### src/shared/gpeh_pkg.sv
package gpeh_pkg;

  // ----------------------------------------------------------------------
  // Register byte addresses.
  // ----------------------------------------------------------------------
  localparam logic [11:0] addr_port_e_direction      = 12'h000;
  localparam logic [11:0] addr_port_e_pin_levels     = 12'h004;
  localparam logic [11:0] addr_port_e_output_latch   = 12'h008;
  localparam logic [11:0] addr_port_h_direction      = 12'h00c;
  localparam logic [11:0] addr_port_h_pin_levels     = 12'h010;
  localparam logic [11:0] addr_port_h_output_latch   = 12'h014;
  localparam logic [11:0] addr_analog_ref_and_pin_config = 12'h018;
  localparam logic [11:0] addr_memory_control_register   = 12'h01c;
  localparam logic [11:0] addr_parallel_slave_control_register = 12'h020;
  localparam logic [11:0] addr_device_config         = 12'h024;

  // ----------------------------------------------------------------------
  // Field positions and reset values.
  // ----------------------------------------------------------------------
  localparam int unsigned external_bus_disable_bit   = 7;
  localparam int unsigned parallel_slave_enable_bit  = 4;
  localparam int unsigned ccp2_pin_select_config_bit = 0;
  localparam int unsigned pwm_pin_map_select_config_bit = 1;
  localparam int unsigned microcontroller_mode_bit   = 2;
  localparam int unsigned pin80_device_bit           = 3;
  localparam int unsigned analog_cfg_width           = 4;
  localparam logic [7:0] rst_direction      = 8'hff;
  localparam logic [7:0] rst_latch          = 8'h00;
  localparam logic [7:0] rst_analog_config  = 8'h00;
  localparam logic [7:0] rst_memory_control = 8'h00;
  localparam logic [7:0] rst_psp_control    = 8'h00;
  localparam logic [7:0] rst_device_config  = 8'h0b;
  localparam logic [3:0] analog_all_digital = 4'hf;
  localparam logic [7:0] analog_cfg_write_mask    = 8'h3f;
  localparam logic [7:0] device_config_write_mask = 8'h0f;

  // ----------------------------------------------------------------------
  // Grouped signals.
  // ----------------------------------------------------------------------
  typedef struct packed {
    logic [7:0] out;
    logic [7:0] oe;
  } gpeh_pins_type;

  typedef struct packed {
    logic [7:0] e_dir;
    logic [7:0] e_lat;
    logic [7:0] h_dir;
    logic [7:0] h_lat;
    logic [7:0] adcfg;
    logic [7:0] memory_control_register;
    logic [7:0] parallel_slave_control_register;
    logic [7:0] devcfg;
    logic [7:0] e_sync1;
    logic [7:0] e_sync2;
    logic [7:0] h_sync1;
    logic [7:0] h_sync2;
    logic [31:0] prdata;
    logic       pready;
    logic       pslverr;
    gpeh_pins_type e_pins;
    gpeh_pins_type h_pins;
    logic [2:0] psp_ctrl;
    logic [3:0] analog_en;
  } gpeh_state_type;

endpackage : gpeh_pkg

### src/rtl/gpeh_port.sv
// Summary of operation
// [RULE_01] Port E: eight individually directed pins.
// [RULE_02] Port E direction one tri-states the pin.
// [RULE_03] Port E direction zero drives latch.
// [RULE_04] Latch reads return latch, not pins.
// [RULE_05] Reset makes all port E inputs. Code resets with the bus on, so port E oe follows ext_bus_ad_high_oe.
// [RULE_06] Pin seven carries CCP2 when selected.
// [RULE_07] Enabled bus drives AD15:8, overriding direction.
// [RULE_08] Port E usable only with bus disabled.
// [RULE_09] Slave enable turns pins 0-2 into controls.
// [RULE_10] Software keeps those direction bits set.
// [RULE_11] Port H direction selects drive or read.
// [RULE_12] Port H 0-3 carry address 16-19.
// [RULE_13] Port H 4-7 analog by default.
// [RULE_14] Port H 4-7 carry PWM outputs.
// [RULE_15] PWM mapping only when map bit clear.
//
// The implementer's own choices: the register offsets and the APB slave port.
`timescale 1ns/1ns
`default_nettype none
module gpeh_port
  import gpeh_pkg::*;
(
  input  wire logic        pclk,
  input  wire logic        presetn,
  input  wire logic        psel,
  input  wire logic        penable,
  input  wire logic        pwrite,
  input  wire logic [11:0] paddr,
  input  wire logic [31:0] pwdata,
  input  wire logic [3:0]  pstrb,
  output var  logic [31:0] prdata,
  output var  logic        pready,
  output var  logic        pslverr,
  input  wire logic [7:0]  port_e_in,
  output var  logic [7:0]  port_e_out,
  output var  logic [7:0]  port_e_oe,
  input  wire logic [7:0]  port_h_in,
  output var  logic [7:0]  port_h_out,
  output var  logic [7:0]  port_h_oe,
  input  wire logic [7:0]  ext_bus_ad_high,
  input  wire logic [7:0]  ext_bus_ad_high_oe,
  input  wire logic [3:0]  ext_address_line_16_to_19,
  input  wire logic        enhanced_ccp_module_two_out,
  input  wire logic        enhanced_ccp_module_two_oe,
  input  wire logic        pwm3_channel_c,
  input  wire logic        pwm3_channel_b,
  input  wire logic        pwm1_channel_c,
  input  wire logic        pwm1_channel_b,
  input  wire logic [3:0]  pwm_tristate,
  output var  logic [2:0]  parallel_slave_controls,
  output var  logic [3:0]  analog_channel_12_to_15_en
);

  // ----------------------------------------------------------------------
  // State.
  // ----------------------------------------------------------------------
  gpeh_state_type state;
  gpeh_state_type next_state;

  // ----------------------------------------------------------------------
  // Helpers.
  // ----------------------------------------------------------------------
  function automatic logic [7:0] lane_write(input logic [7:0] old_value,
                                            input logic [31:0] wdata,
                                            input logic [3:0] strb);
    if (strb[0])
    begin
      lane_write = wdata[7:0];
    end
    else
    begin
      lane_write = old_value;
    end
  endfunction

  function automatic logic [7:0] port_read(input logic [7:0] levels,
                                           input logic [7:0] keep);
    port_read = levels & keep;
  endfunction

  function automatic logic [3:0] analog_pins(input logic [7:0] dir,
                                             input logic [7:0] cfg);
    if (cfg[analog_cfg_width-1:0] == analog_all_digital)
    begin
      analog_pins = 4'h0;
    end
    else
    begin
      analog_pins = dir[7:4];
    end
  endfunction

  // ----------------------------------------------------------------------
  // Decoded modes and pin drive.
  // ----------------------------------------------------------------------
  logic        access;
  logic        first_beat;
  logic        wr;
  logic        bus_on;
  logic        micro_mode;
  logic        ccp2_alt;
  logic        slave_on;
  logic        pwm_map;
  logic [3:0]  pwm_val;
  logic [7:0]  e_mask;
  logic [7:0]  e_out;
  logic [7:0]  e_oe;
  logic [7:0]  h_out;
  logic [7:0]  h_oe;
  logic [31:0] rd;
  logic        err;

  // ----------------------------------------------------------------------
  // Next state.
  // ----------------------------------------------------------------------
  always_comb
  begin
    next_state = state;
    access = psel & penable;
    first_beat = access & ~state.pready;
    wr = first_beat & pwrite;
    rd = 32'h0000_0000;
    err = 1'b0;

    // ----------------------------------------------------------------------
    // Pin synchronisers.
    // ----------------------------------------------------------------------
    next_state.e_sync1 = port_e_in;
    next_state.e_sync2 = state.e_sync1;
    next_state.h_sync1 = port_h_in;
    next_state.h_sync2 = state.h_sync1;

    // ----------------------------------------------------------------------
    // Mode decode.
    // ----------------------------------------------------------------------
    bus_on = state.devcfg[pin80_device_bit] & ~state.memory_control_register[external_bus_disable_bit];
    micro_mode = state.devcfg[microcontroller_mode_bit];
    ccp2_alt = micro_mode & ~state.devcfg[ccp2_pin_select_config_bit];
    slave_on = state.parallel_slave_control_register[parallel_slave_enable_bit] & ~bus_on; // [RULE_08]
    pwm_map = ~state.devcfg[pwm_pin_map_select_config_bit];
    pwm_val = {pwm1_channel_b, pwm1_channel_c, pwm3_channel_b, pwm3_channel_c};

    // ----------------------------------------------------------------------
    // Port E drive.
    // ----------------------------------------------------------------------
    e_mask = 8'hff;
    if (slave_on)
    begin
      e_mask[2:0] = 3'h0; // [RULE_09]
    end
    e_out = state.e_lat; // [RULE_03]
    e_oe = ~state.e_dir & e_mask; // [RULE_01] [RULE_02]
    if (ccp2_alt)
    begin
      e_out[7] = enhanced_ccp_module_two_out; // [RULE_06]
      e_oe[7] = enhanced_ccp_module_two_oe & ~state.e_dir[7];
    end
    if (bus_on)
    begin
      e_out = ext_bus_ad_high; // [RULE_07] [RULE_08]
      e_oe = ext_bus_ad_high_oe;
    end
    next_state.e_pins.out = e_out;
    next_state.e_pins.oe = e_oe;
    next_state.psp_ctrl = slave_on ? state.e_sync2[2:0] : 3'h0; // [RULE_09]

    // ----------------------------------------------------------------------
    // Port H drive.
    // ----------------------------------------------------------------------
    h_out = state.h_lat;
    h_oe = ~state.h_dir; // [RULE_11]
    if (bus_on)
    begin
      h_out[3:0] = ext_address_line_16_to_19; // [RULE_12]
      h_oe[3:0] = 4'hf;
    end
    if (pwm_map)
    begin
      h_out[7:4] = pwm_val; // [RULE_14] [RULE_15]
      h_oe[7:4] = ~state.h_dir[7:4] & ~pwm_tristate;
    end
    next_state.h_pins.out = h_out;
    next_state.h_pins.oe = h_oe;
    next_state.analog_en = analog_pins(state.h_dir, state.adcfg); // [RULE_13]

    // ----------------------------------------------------------------------
    // Register access.
    // ----------------------------------------------------------------------
    case (paddr)
      addr_port_e_direction:
      begin
        rd[7:0] = state.e_dir;
        if (wr)
        begin
          next_state.e_dir = lane_write(state.e_dir, pwdata, pstrb);
        end
      end

      addr_port_e_pin_levels:
      begin
        rd[7:0] = port_read(state.e_sync2, e_mask);
        if (wr)
        begin
          next_state.e_lat = lane_write(state.e_lat, pwdata, pstrb);
        end
      end

      addr_port_e_output_latch:
      begin
        rd[7:0] = state.e_lat; // [RULE_04]
        if (wr)
        begin
          next_state.e_lat = lane_write(state.e_lat, pwdata, pstrb); // [RULE_04]
        end
      end

      addr_port_h_direction:
      begin
        rd[7:0] = state.h_dir;
        if (wr)
        begin
          next_state.h_dir = lane_write(state.h_dir, pwdata, pstrb);
        end
      end

      addr_port_h_pin_levels:
      begin
        rd[7:0] = port_read(state.h_sync2, ~{state.analog_en, 4'h0}); // [RULE_11]
        if (wr)
        begin
          next_state.h_lat = lane_write(state.h_lat, pwdata, pstrb);
        end
      end

      addr_port_h_output_latch:
      begin
        rd[7:0] = state.h_lat;
        if (wr)
        begin
          next_state.h_lat = lane_write(state.h_lat, pwdata, pstrb);
        end
      end

      addr_analog_ref_and_pin_config:
      begin
        rd[7:0] = state.adcfg & analog_cfg_write_mask;
        if (wr)
        begin
          next_state.adcfg = lane_write(state.adcfg, pwdata, pstrb) & analog_cfg_write_mask;
        end
      end

      addr_memory_control_register:
      begin
        rd[7:0] = state.memory_control_register;
        if (wr)
        begin
          next_state.memory_control_register = lane_write(state.memory_control_register, pwdata, pstrb);
        end
      end

      addr_parallel_slave_control_register:
      begin
        rd[7:0] = state.parallel_slave_control_register;
        if (wr)
        begin
          next_state.parallel_slave_control_register = lane_write(state.parallel_slave_control_register, pwdata, pstrb);
        end
      end

      addr_device_config:
      begin
        rd[7:0] = state.devcfg & device_config_write_mask;
        if (wr)
        begin
          next_state.devcfg = lane_write(state.devcfg, pwdata, pstrb) & device_config_write_mask;
        end
      end

      default:
      begin
        err = 1'b1;
      end
    endcase

    // ----------------------------------------------------------------------
    // Bus answer.
    // ----------------------------------------------------------------------
    next_state.pready = first_beat;
    next_state.pslverr = first_beat & err;
    next_state.prdata = 32'h0000_0000;
    if (first_beat & ~pwrite)
    begin
      next_state.prdata = rd;
    end
  end

  // ----------------------------------------------------------------------
  // State register.
  // ----------------------------------------------------------------------
  always_ff @(posedge pclk or negedge presetn)
  begin
    if (!presetn)
    begin
      state.e_sync1 <= '0;
      state.e_sync2 <= '0;
      state.h_sync1 <= '0;
      state.h_sync2 <= '0;
      state.prdata <= '0;
      state.pready <= '0;
      state.pslverr <= '0;
      state.e_pins <= '0;
      state.h_pins <= '0;
      state.psp_ctrl <= '0;
      state.analog_en <= '0;
      state.e_dir <= rst_direction; // [RULE_05]
      state.h_dir <= rst_direction; // [RULE_13]
      state.e_lat <= rst_latch;
      state.h_lat <= rst_latch;
      state.adcfg <= rst_analog_config;
      state.memory_control_register <= rst_memory_control;
      state.parallel_slave_control_register <= rst_psp_control;
      state.devcfg <= rst_device_config;
    end
    else
    begin
      state <= next_state;
    end
  end

  // ----------------------------------------------------------------------
  // Outputs.
  // ----------------------------------------------------------------------
  assign prdata = state.prdata;
  assign pready = state.pready;
  assign pslverr = state.pslverr;
  assign port_e_out = state.e_pins.out;
  assign port_e_oe = state.e_pins.oe;
  assign port_h_out = state.h_pins.out;
  assign port_h_oe = state.h_pins.oe;
  assign parallel_slave_controls = state.psp_ctrl;
  assign analog_channel_12_to_15_en = state.analog_en;

  logic unused_ok;
  assign unused_ok = &{1'b0, pwdata[31:8], pstrb[3:1]};

endmodule : gpeh_port
`default_nettype wire

### config.mk
export PLATFORM = sky130hd
export DESIGN_NAME = gpeh_port
export DESIGN_NICKNAME = d
export VERILOG_FILES = /design/src/shared/gpeh_pkg.sv /design/src/rtl/gpeh_port.sv
export SDC_FILE = /design/constraint.sdc
export NUM_CORES = 1
export LEC_CHECK = 0
export BUFFER_PORTS_ARGS = -buffer_cell sky130_fd_sc_hd__buf_2
export CORE_ASPECT_RATIO = 0.7
export CORE_MARGIN = 2
export CORE_UTILIZATION = 50
export DETAILED_ROUTE_END_ITERATION = 10
export GPL_TIMING_DRIVEN = 0
export PLACE_DENSITY = 0.75
export REMOVE_ABC_BUFFERS = 1
export SETUP_SLACK_MARGIN = 0.1
export SLEW_MARGIN = 20
export SYNTH_ARGS = -nofsm -noshare
export SYNTH_HDL_FRONTEND = slang
export SYNTH_SLANG_ARGS = --single-unit
### constraint.sdc
create_clock -name pclk -period 2.3 [get_ports pclk]
set_input_delay 0.115 -clock pclk [delete_from_list [all_inputs] [get_ports pclk]]
set_output_delay 0.115 -clock pclk [all_outputs]
set_load 0.01 [all_outputs]
Yosys cells after proc, flatten, opt, wreduce, memory -nomap -nowiden. Index checks and enable logic that the tools add are counted.

Flip-flop bits (word level): 163. Input bits: 99. Output and inout port bits: 73. Logic and storage cells: 81.

Equality and inequality tests: 10. Mux-type cells: 14. Bitwise gates (word level): 24. Reduce and logical (&&, ||, !) cells: 12.

Operators by type and width (number): 8-bit case mux with 10 select lines (1); 12-bit by 5-bit equality test with 1-bit output (second input constant) (4); 8-bit bitwise AND (3); 12-bit by 4-bit equality test with 1-bit output (second input constant) (2); 12-bit by 6-bit equality test with 1-bit output (second input constant) (2); 8-bit two-way mux (3); 8-bit NOT (3); 3-bit AND reduction (8); 4-bit two-way mux (5); 12-bit by 3-bit equality test with 1-bit output (second input constant) (1); 12-bit logical NOT (1); 10-bit OR reduction (1); 1-bit bitwise AND (9); 4-bit NOT (2); 3-bit two-way mux (2); 1-bit NOT (6); 4-bit bitwise AND (1); 4-bit equality test (second input constant) (1); 2-bit OR reduction (2); 1-bit two-way mux (3).

Longest topological paths before layout.
Word-level depth: 8. Mapped depth: 7. Mapped depth without buffers: 6.

Least setup slack after synthesis. Ideal clock, no wire load.

Path kind: register to register. Start: register pready (netlist name). End: register state[137] (netlist name). Library setup time: 125 ps. Data arrival time: 1668 ps. Required time: 2175 ps. Setup slack: 507 ps. Stages on the path, launching flop included: 6. Path buffers: 0. Period minus slack after synthesis: 1793 ps. Cell sequence: dfrtp_1 -> nand3b_1 -> inv_1 -> nand4_1 -> nor3_2 -> mux2_2.

Word-level cells in the longest chain between the ends: 4.

Ends and longest elaborated chain: 1-bit NOT (line gpeh_port.sv:121) `first_beat = access & ~state.pready;`; 1-bit bitwise AND (line gpeh_port.sv:121); named net first_beat (line gpeh_port.sv:98) `logic first_beat;`; 1-bit bitwise AND (line gpeh_port.sv:122) `wr = first_beat & pwrite;`; 3-bit AND reduction (no line); end signal: assignment (line gpeh_port.sv:328) `state <= next_state;`; end: declaration (line gpeh_port.sv:58) `gpeh_state_type state;`.

The timed path passes the listed nets, and every way through them passes these cells. A chain may end at the register's enable or synchronous reset.

Final worst setup path.
Start: input port paddr[3]. End: register state[117] (netlist name).

Word-level cells in the longest chain between the ends: 2.

Ends and longest elaborated chain: start: declaration (line gpeh_port.sv:29) `input wire logic [11:0] paddr,`; 12-bit by 6-bit equality test with 1-bit output (line gpeh_port.sv:190) `case (paddr)`; 3-bit AND reduction (no line).

Every way passes these cells.

==> results.py <==
metrics = {
    "run_status": {
        "status": "completed",
    },
    "pwr": {
        "power_per_cell_area_mw_per_mm2": 727,
        "power.leakage_uw": 0.00357,
        "ir_worst_vdd_mv": 0.585,
    },
    "cts": {
        "tritoncts": "built",
        "clk_root_buffer_cell": "sky130_fd_sc_hd__clkbuf_16",
        "clock_sinks": 139,
        "htree_levels": 4,
        "worst_skew_late_latency_ns": 0.42,
        "worst_setup_hold_path_clk_slew_ns": 0.05,
        "cts-buffers-inserted": 17,
        "cts_buffer_depth": 2,
    },
    "logic_synthesis": {
        "synth_top_area_share_pct": 49.5,
        "post_synth_inst_count": 493,
        "yosysMostFrequentCell": "sky130_fd_sc_hd__dfrtp_1",
        "ys_ff_latch": 139,
        "synthFlopType": "sky130_fd_sc_hd__dfrtp_1",
        "number_of_flops_mapped_to_enable_cells_by_yosys": 0,
        "post-synth-top-area-cell": "sky130_fd_sc_hd__dfrtp_1",
        "post_synthesis_cell_type_count": 47,
        "seq_area_frac_synth_pct": 57.8,
        "ranking_of_synthesized_cells_by_instance_count": "sky130_fd_sc_hd__dfrtp_1, sky130_fd_sc_hd__buf_4, sky130_fd_sc_hd__mux2_2",
        "synthesis.yosys.warnings": 0,
        "synth_async_sr_flop_share_pct": 100,
        "synth.avg_cell_area_um2": 12.3,
        "synth_top_cells_by_area": "sky130_fd_sc_hd__dfrtp_1, sky130_fd_sc_hd__mux2_2, sky130_fd_sc_hd__buf_4",
        "syn-cell-area_mm2": 0.00606,
    },
    "timing": {
        "final-hold-violation-count": 0,
        "timing.final.ws_setup_ns": 0.349,
        "worst-slew-pin-transition_ns": 0.755,
        "setup_viol_count_final": 0,
        "rsz0062_at_grt": "false",
        "worst_clock_skew_ns": 0.00471,
        "post-route-min-period_ns": 1.95,
        "slew_violations": 0,
        "timing.final.crit_share_pct": 84.8,
        "fin_setup_tns_ns": 0,
        "slew-limit-headroom_pct": 49.5,
        "fmax_mhz": 513,
    },
    "floorplan": {
        "die_height_um": 96.1,
        "top_level_ports": 172,
        "placementRows": 33,
        "initial_utilization_pct": 51.5,
        "core_area_mm2": 0.0118,
        "design.die.area_mm2": 0.0130,
        "die_w_um": 136,
    },
    "global_routing": {
        "first_global_vias": 4144,
        "grt_use_total_pct": 23.3,
        "antenna_found_initial": 0,
        "globalRoute.totalOverflow": 0,
        "grt_first_pass_wirelength_um": 22300,
        "pin_count_of_the_biggest_net_entering_global_routing": 88,
    },
    "placed_design": {
        "detailed_place_hpwl_um": 9230,
        "dp_cells": 702,
        "placement.setup.worst_slack_ns": -0.0392,
        "gp_routability_congestion": 0.859,
        "port_buffers": 120,
        "postPlaceCellArea_mm2": 0.00638,
    },
    "routing": {
        "detail_route.wl_per_cell_um": 18.1,
        "via_count": 4010,
        "detailed_route_wl_um": 14200,
        "number_of_optimization_iterations_in_the_first_detailed_route_pass": 4,
        "route.antenna.remaining_nets": 0,
        "drt_iter0_markers": 256,
        "drt_drc_violations_left": 0,
        "viasPerCell": 5.14,
    },
    "setup_path": {
        "setup.worst_path.class": "input port to flop",
        "end_kind": "flop",
        "required_ns": 2.60,
        "path_cells": "buf_2 -> nor2_1 -> nand2_1 -> nor2_1 -> nand3_2 -> mux2_2",
        "timing.critical_path.slowest_stage_cell": "sky130_fd_sc_hd__nor2_1",
        "critical-path-max-stage-delay_ns": 0.50,
        "worst_path_dominant_cell_family": "simple AND/OR/NAND/NOR gates",
        "cp_common_cell": "sky130_fd_sc_hd__nor2_1",
        "setup.worst_path.start_class": "input port",
        "cp_data_arrival_time_ns": 2.25,
        "cp_max_fo": 26,
        "crit_buf_inv": 1,
    },
    "layout": {
        "final-instance-count-excl-fill": 780,
        "antenna_cells_inserted": 0,
        "final_design_area_no_fill_mm2": 0.00739,
        "final_nets": 709,
        "final_layout_size_suffix_gt1_share_pct": 40.4,
        "area_growth_syn_to_layout_pct": 21.9,
        "utilization_pct": 62.8,
    },
    "worst_hold_path": {
        "tightest_hold_check_type": "input port to flop",
    },
    "flow_run": {
        "max-cap-violations": 0,
    },
}
[placed cells by master, fill, tap and decap left out, types with 7 or more instances in the layout]
master	Yosys	final
sky130_fd_sc_hd__dfstp_2	19	19
sky130_fd_sc_hd__conb_1	1	24
sky130_fd_sc_hd__o21ai_0	7	7
sky130_fd_sc_hd__buf_2	3	119
sky130_fd_sc_hd__mux2_2	69	69
sky130_fd_sc_hd__clkbuf_16	0	17
sky130_fd_sc_hd__nand2_1	53	53
sky130_fd_sc_hd__nor2_1	22	22
sky130_fd_sc_hd__a21oi_1	14	14
sky130_fd_sc_hd__a22oi_1	7	7
sky130_fd_sc_hd__mux2i_1	9	9
sky130_fd_sc_hd__nor2b_1	9	8
sky130_fd_sc_hd__dlygate4sd3_1	0	45
sky130_fd_sc_hd__dfrtp_1	120	120
sky130_fd_sc_hd__and2_1	9	8
[cell type report]
cell class	count	area [um2]
fill	912	4380
tap	157	196
multi-input combinational	279	2010
sequential	139	3500
inverter	5	18.8
clock buffer	23	448
clock inverter	9	97.6
timing repair buffer	168	1110
[kinds of logic after synthesis]
logic type / after synthesis / share of synthesized area (%)
compound gates: 50 / 5.45
buf+inv: 98 / 10.7
flops: 139 / 57.8
mux: 83 / 16.0
other cells: 1 / 0.0619
simple gates: 122 / 10.1
[tightest hold or removal path, delay by kind of cell]
family | cells | cell delay [ns]
AO/OA/AOI/OAI | 1 | 0.13
multiplexers | 1 | 0.06
buffers and inverters | 1 | 0.09
[state kept, by name, indices dropped and copies added (netlist names)]
| register | count |
|---|---|
| next_state | 16 |
| analog_channel_12_to_15_en | 4 |
| parallel_slave_controls | 3 |
| pslverr | 1 |
| state | 73 |
| port_e_out | 8 |
| port_h_oe | 8 |
| pready | 1 |
| micro_mode | 1 |
| prdata | 8 |
| port_h_out | 8 |
| port_e_oe | 8 |
[power breakdown]
part / total [uW] / switching [uW] / internal, uW / leakage, uW
sequential: 2500 / 11.7 / 2490 / 0.00172
clock: 2550 / 969 / 1580 / 0.000268
combinational: 319 / 178 / 140 / 0.00158
[path summary, 6_finish.rpt]
path / cells past startpoint / start / to / slack [ns]
setup / recovery: 6 / paddr[3] / state[117]$_DFFE_PN0P_ / 0.35
hold reg to reg: 0 / next_state[74]$_DFF_PN0_ / state[74]$_DFF_PN0_ / 0.35
hold / removal: 3 / enhanced_ccp_module_two_out / port_e_out[7]$_DFF_PN0_ / 0.01
setup reg to reg: 6 / pready$_DFF_PN0_ / state[140]$_DFFE_PN0P_ / 0.35
max in group asynchronous: 3 / presetn / state[105]$_DFFE_PN1P_ / 1.34
min in group asynchronous: 2 / presetn / port_e_out[0]$_DFF_PN0_ / 0.20
[timing repair]
action	CTS	global route
setup endpoints to repair	8	20
endpoints found under the hold margin	96	0
resized for setup	1	1
buffers inserted	0	1
hold buffers	45	0
[layer usage]
metal	vias to the layer above	wire length, um	GRT usage, %
li1	1826	-	-
met1	2020	6330	31.7
met2	148	6550	37.4
met3	16	1140	5.79
met4	0	140	7.55
met5	-	0	0
[metrics by stage]
| stage | hold slack (ns) | total power [uW] |
|---|---|---|
| after global routing | 0.0195 | 5580 |
| after detailed placement | 0.0476 | 2800 |
| after floorplan | -0.181 | 2610 |
| after global placement | 0.223 | 2790 |
| after CTS | 0.0115 | 5400 |
| final | 0.0148 | 5370 |
No activity file was read; power rests on OpenSTA's default activity.
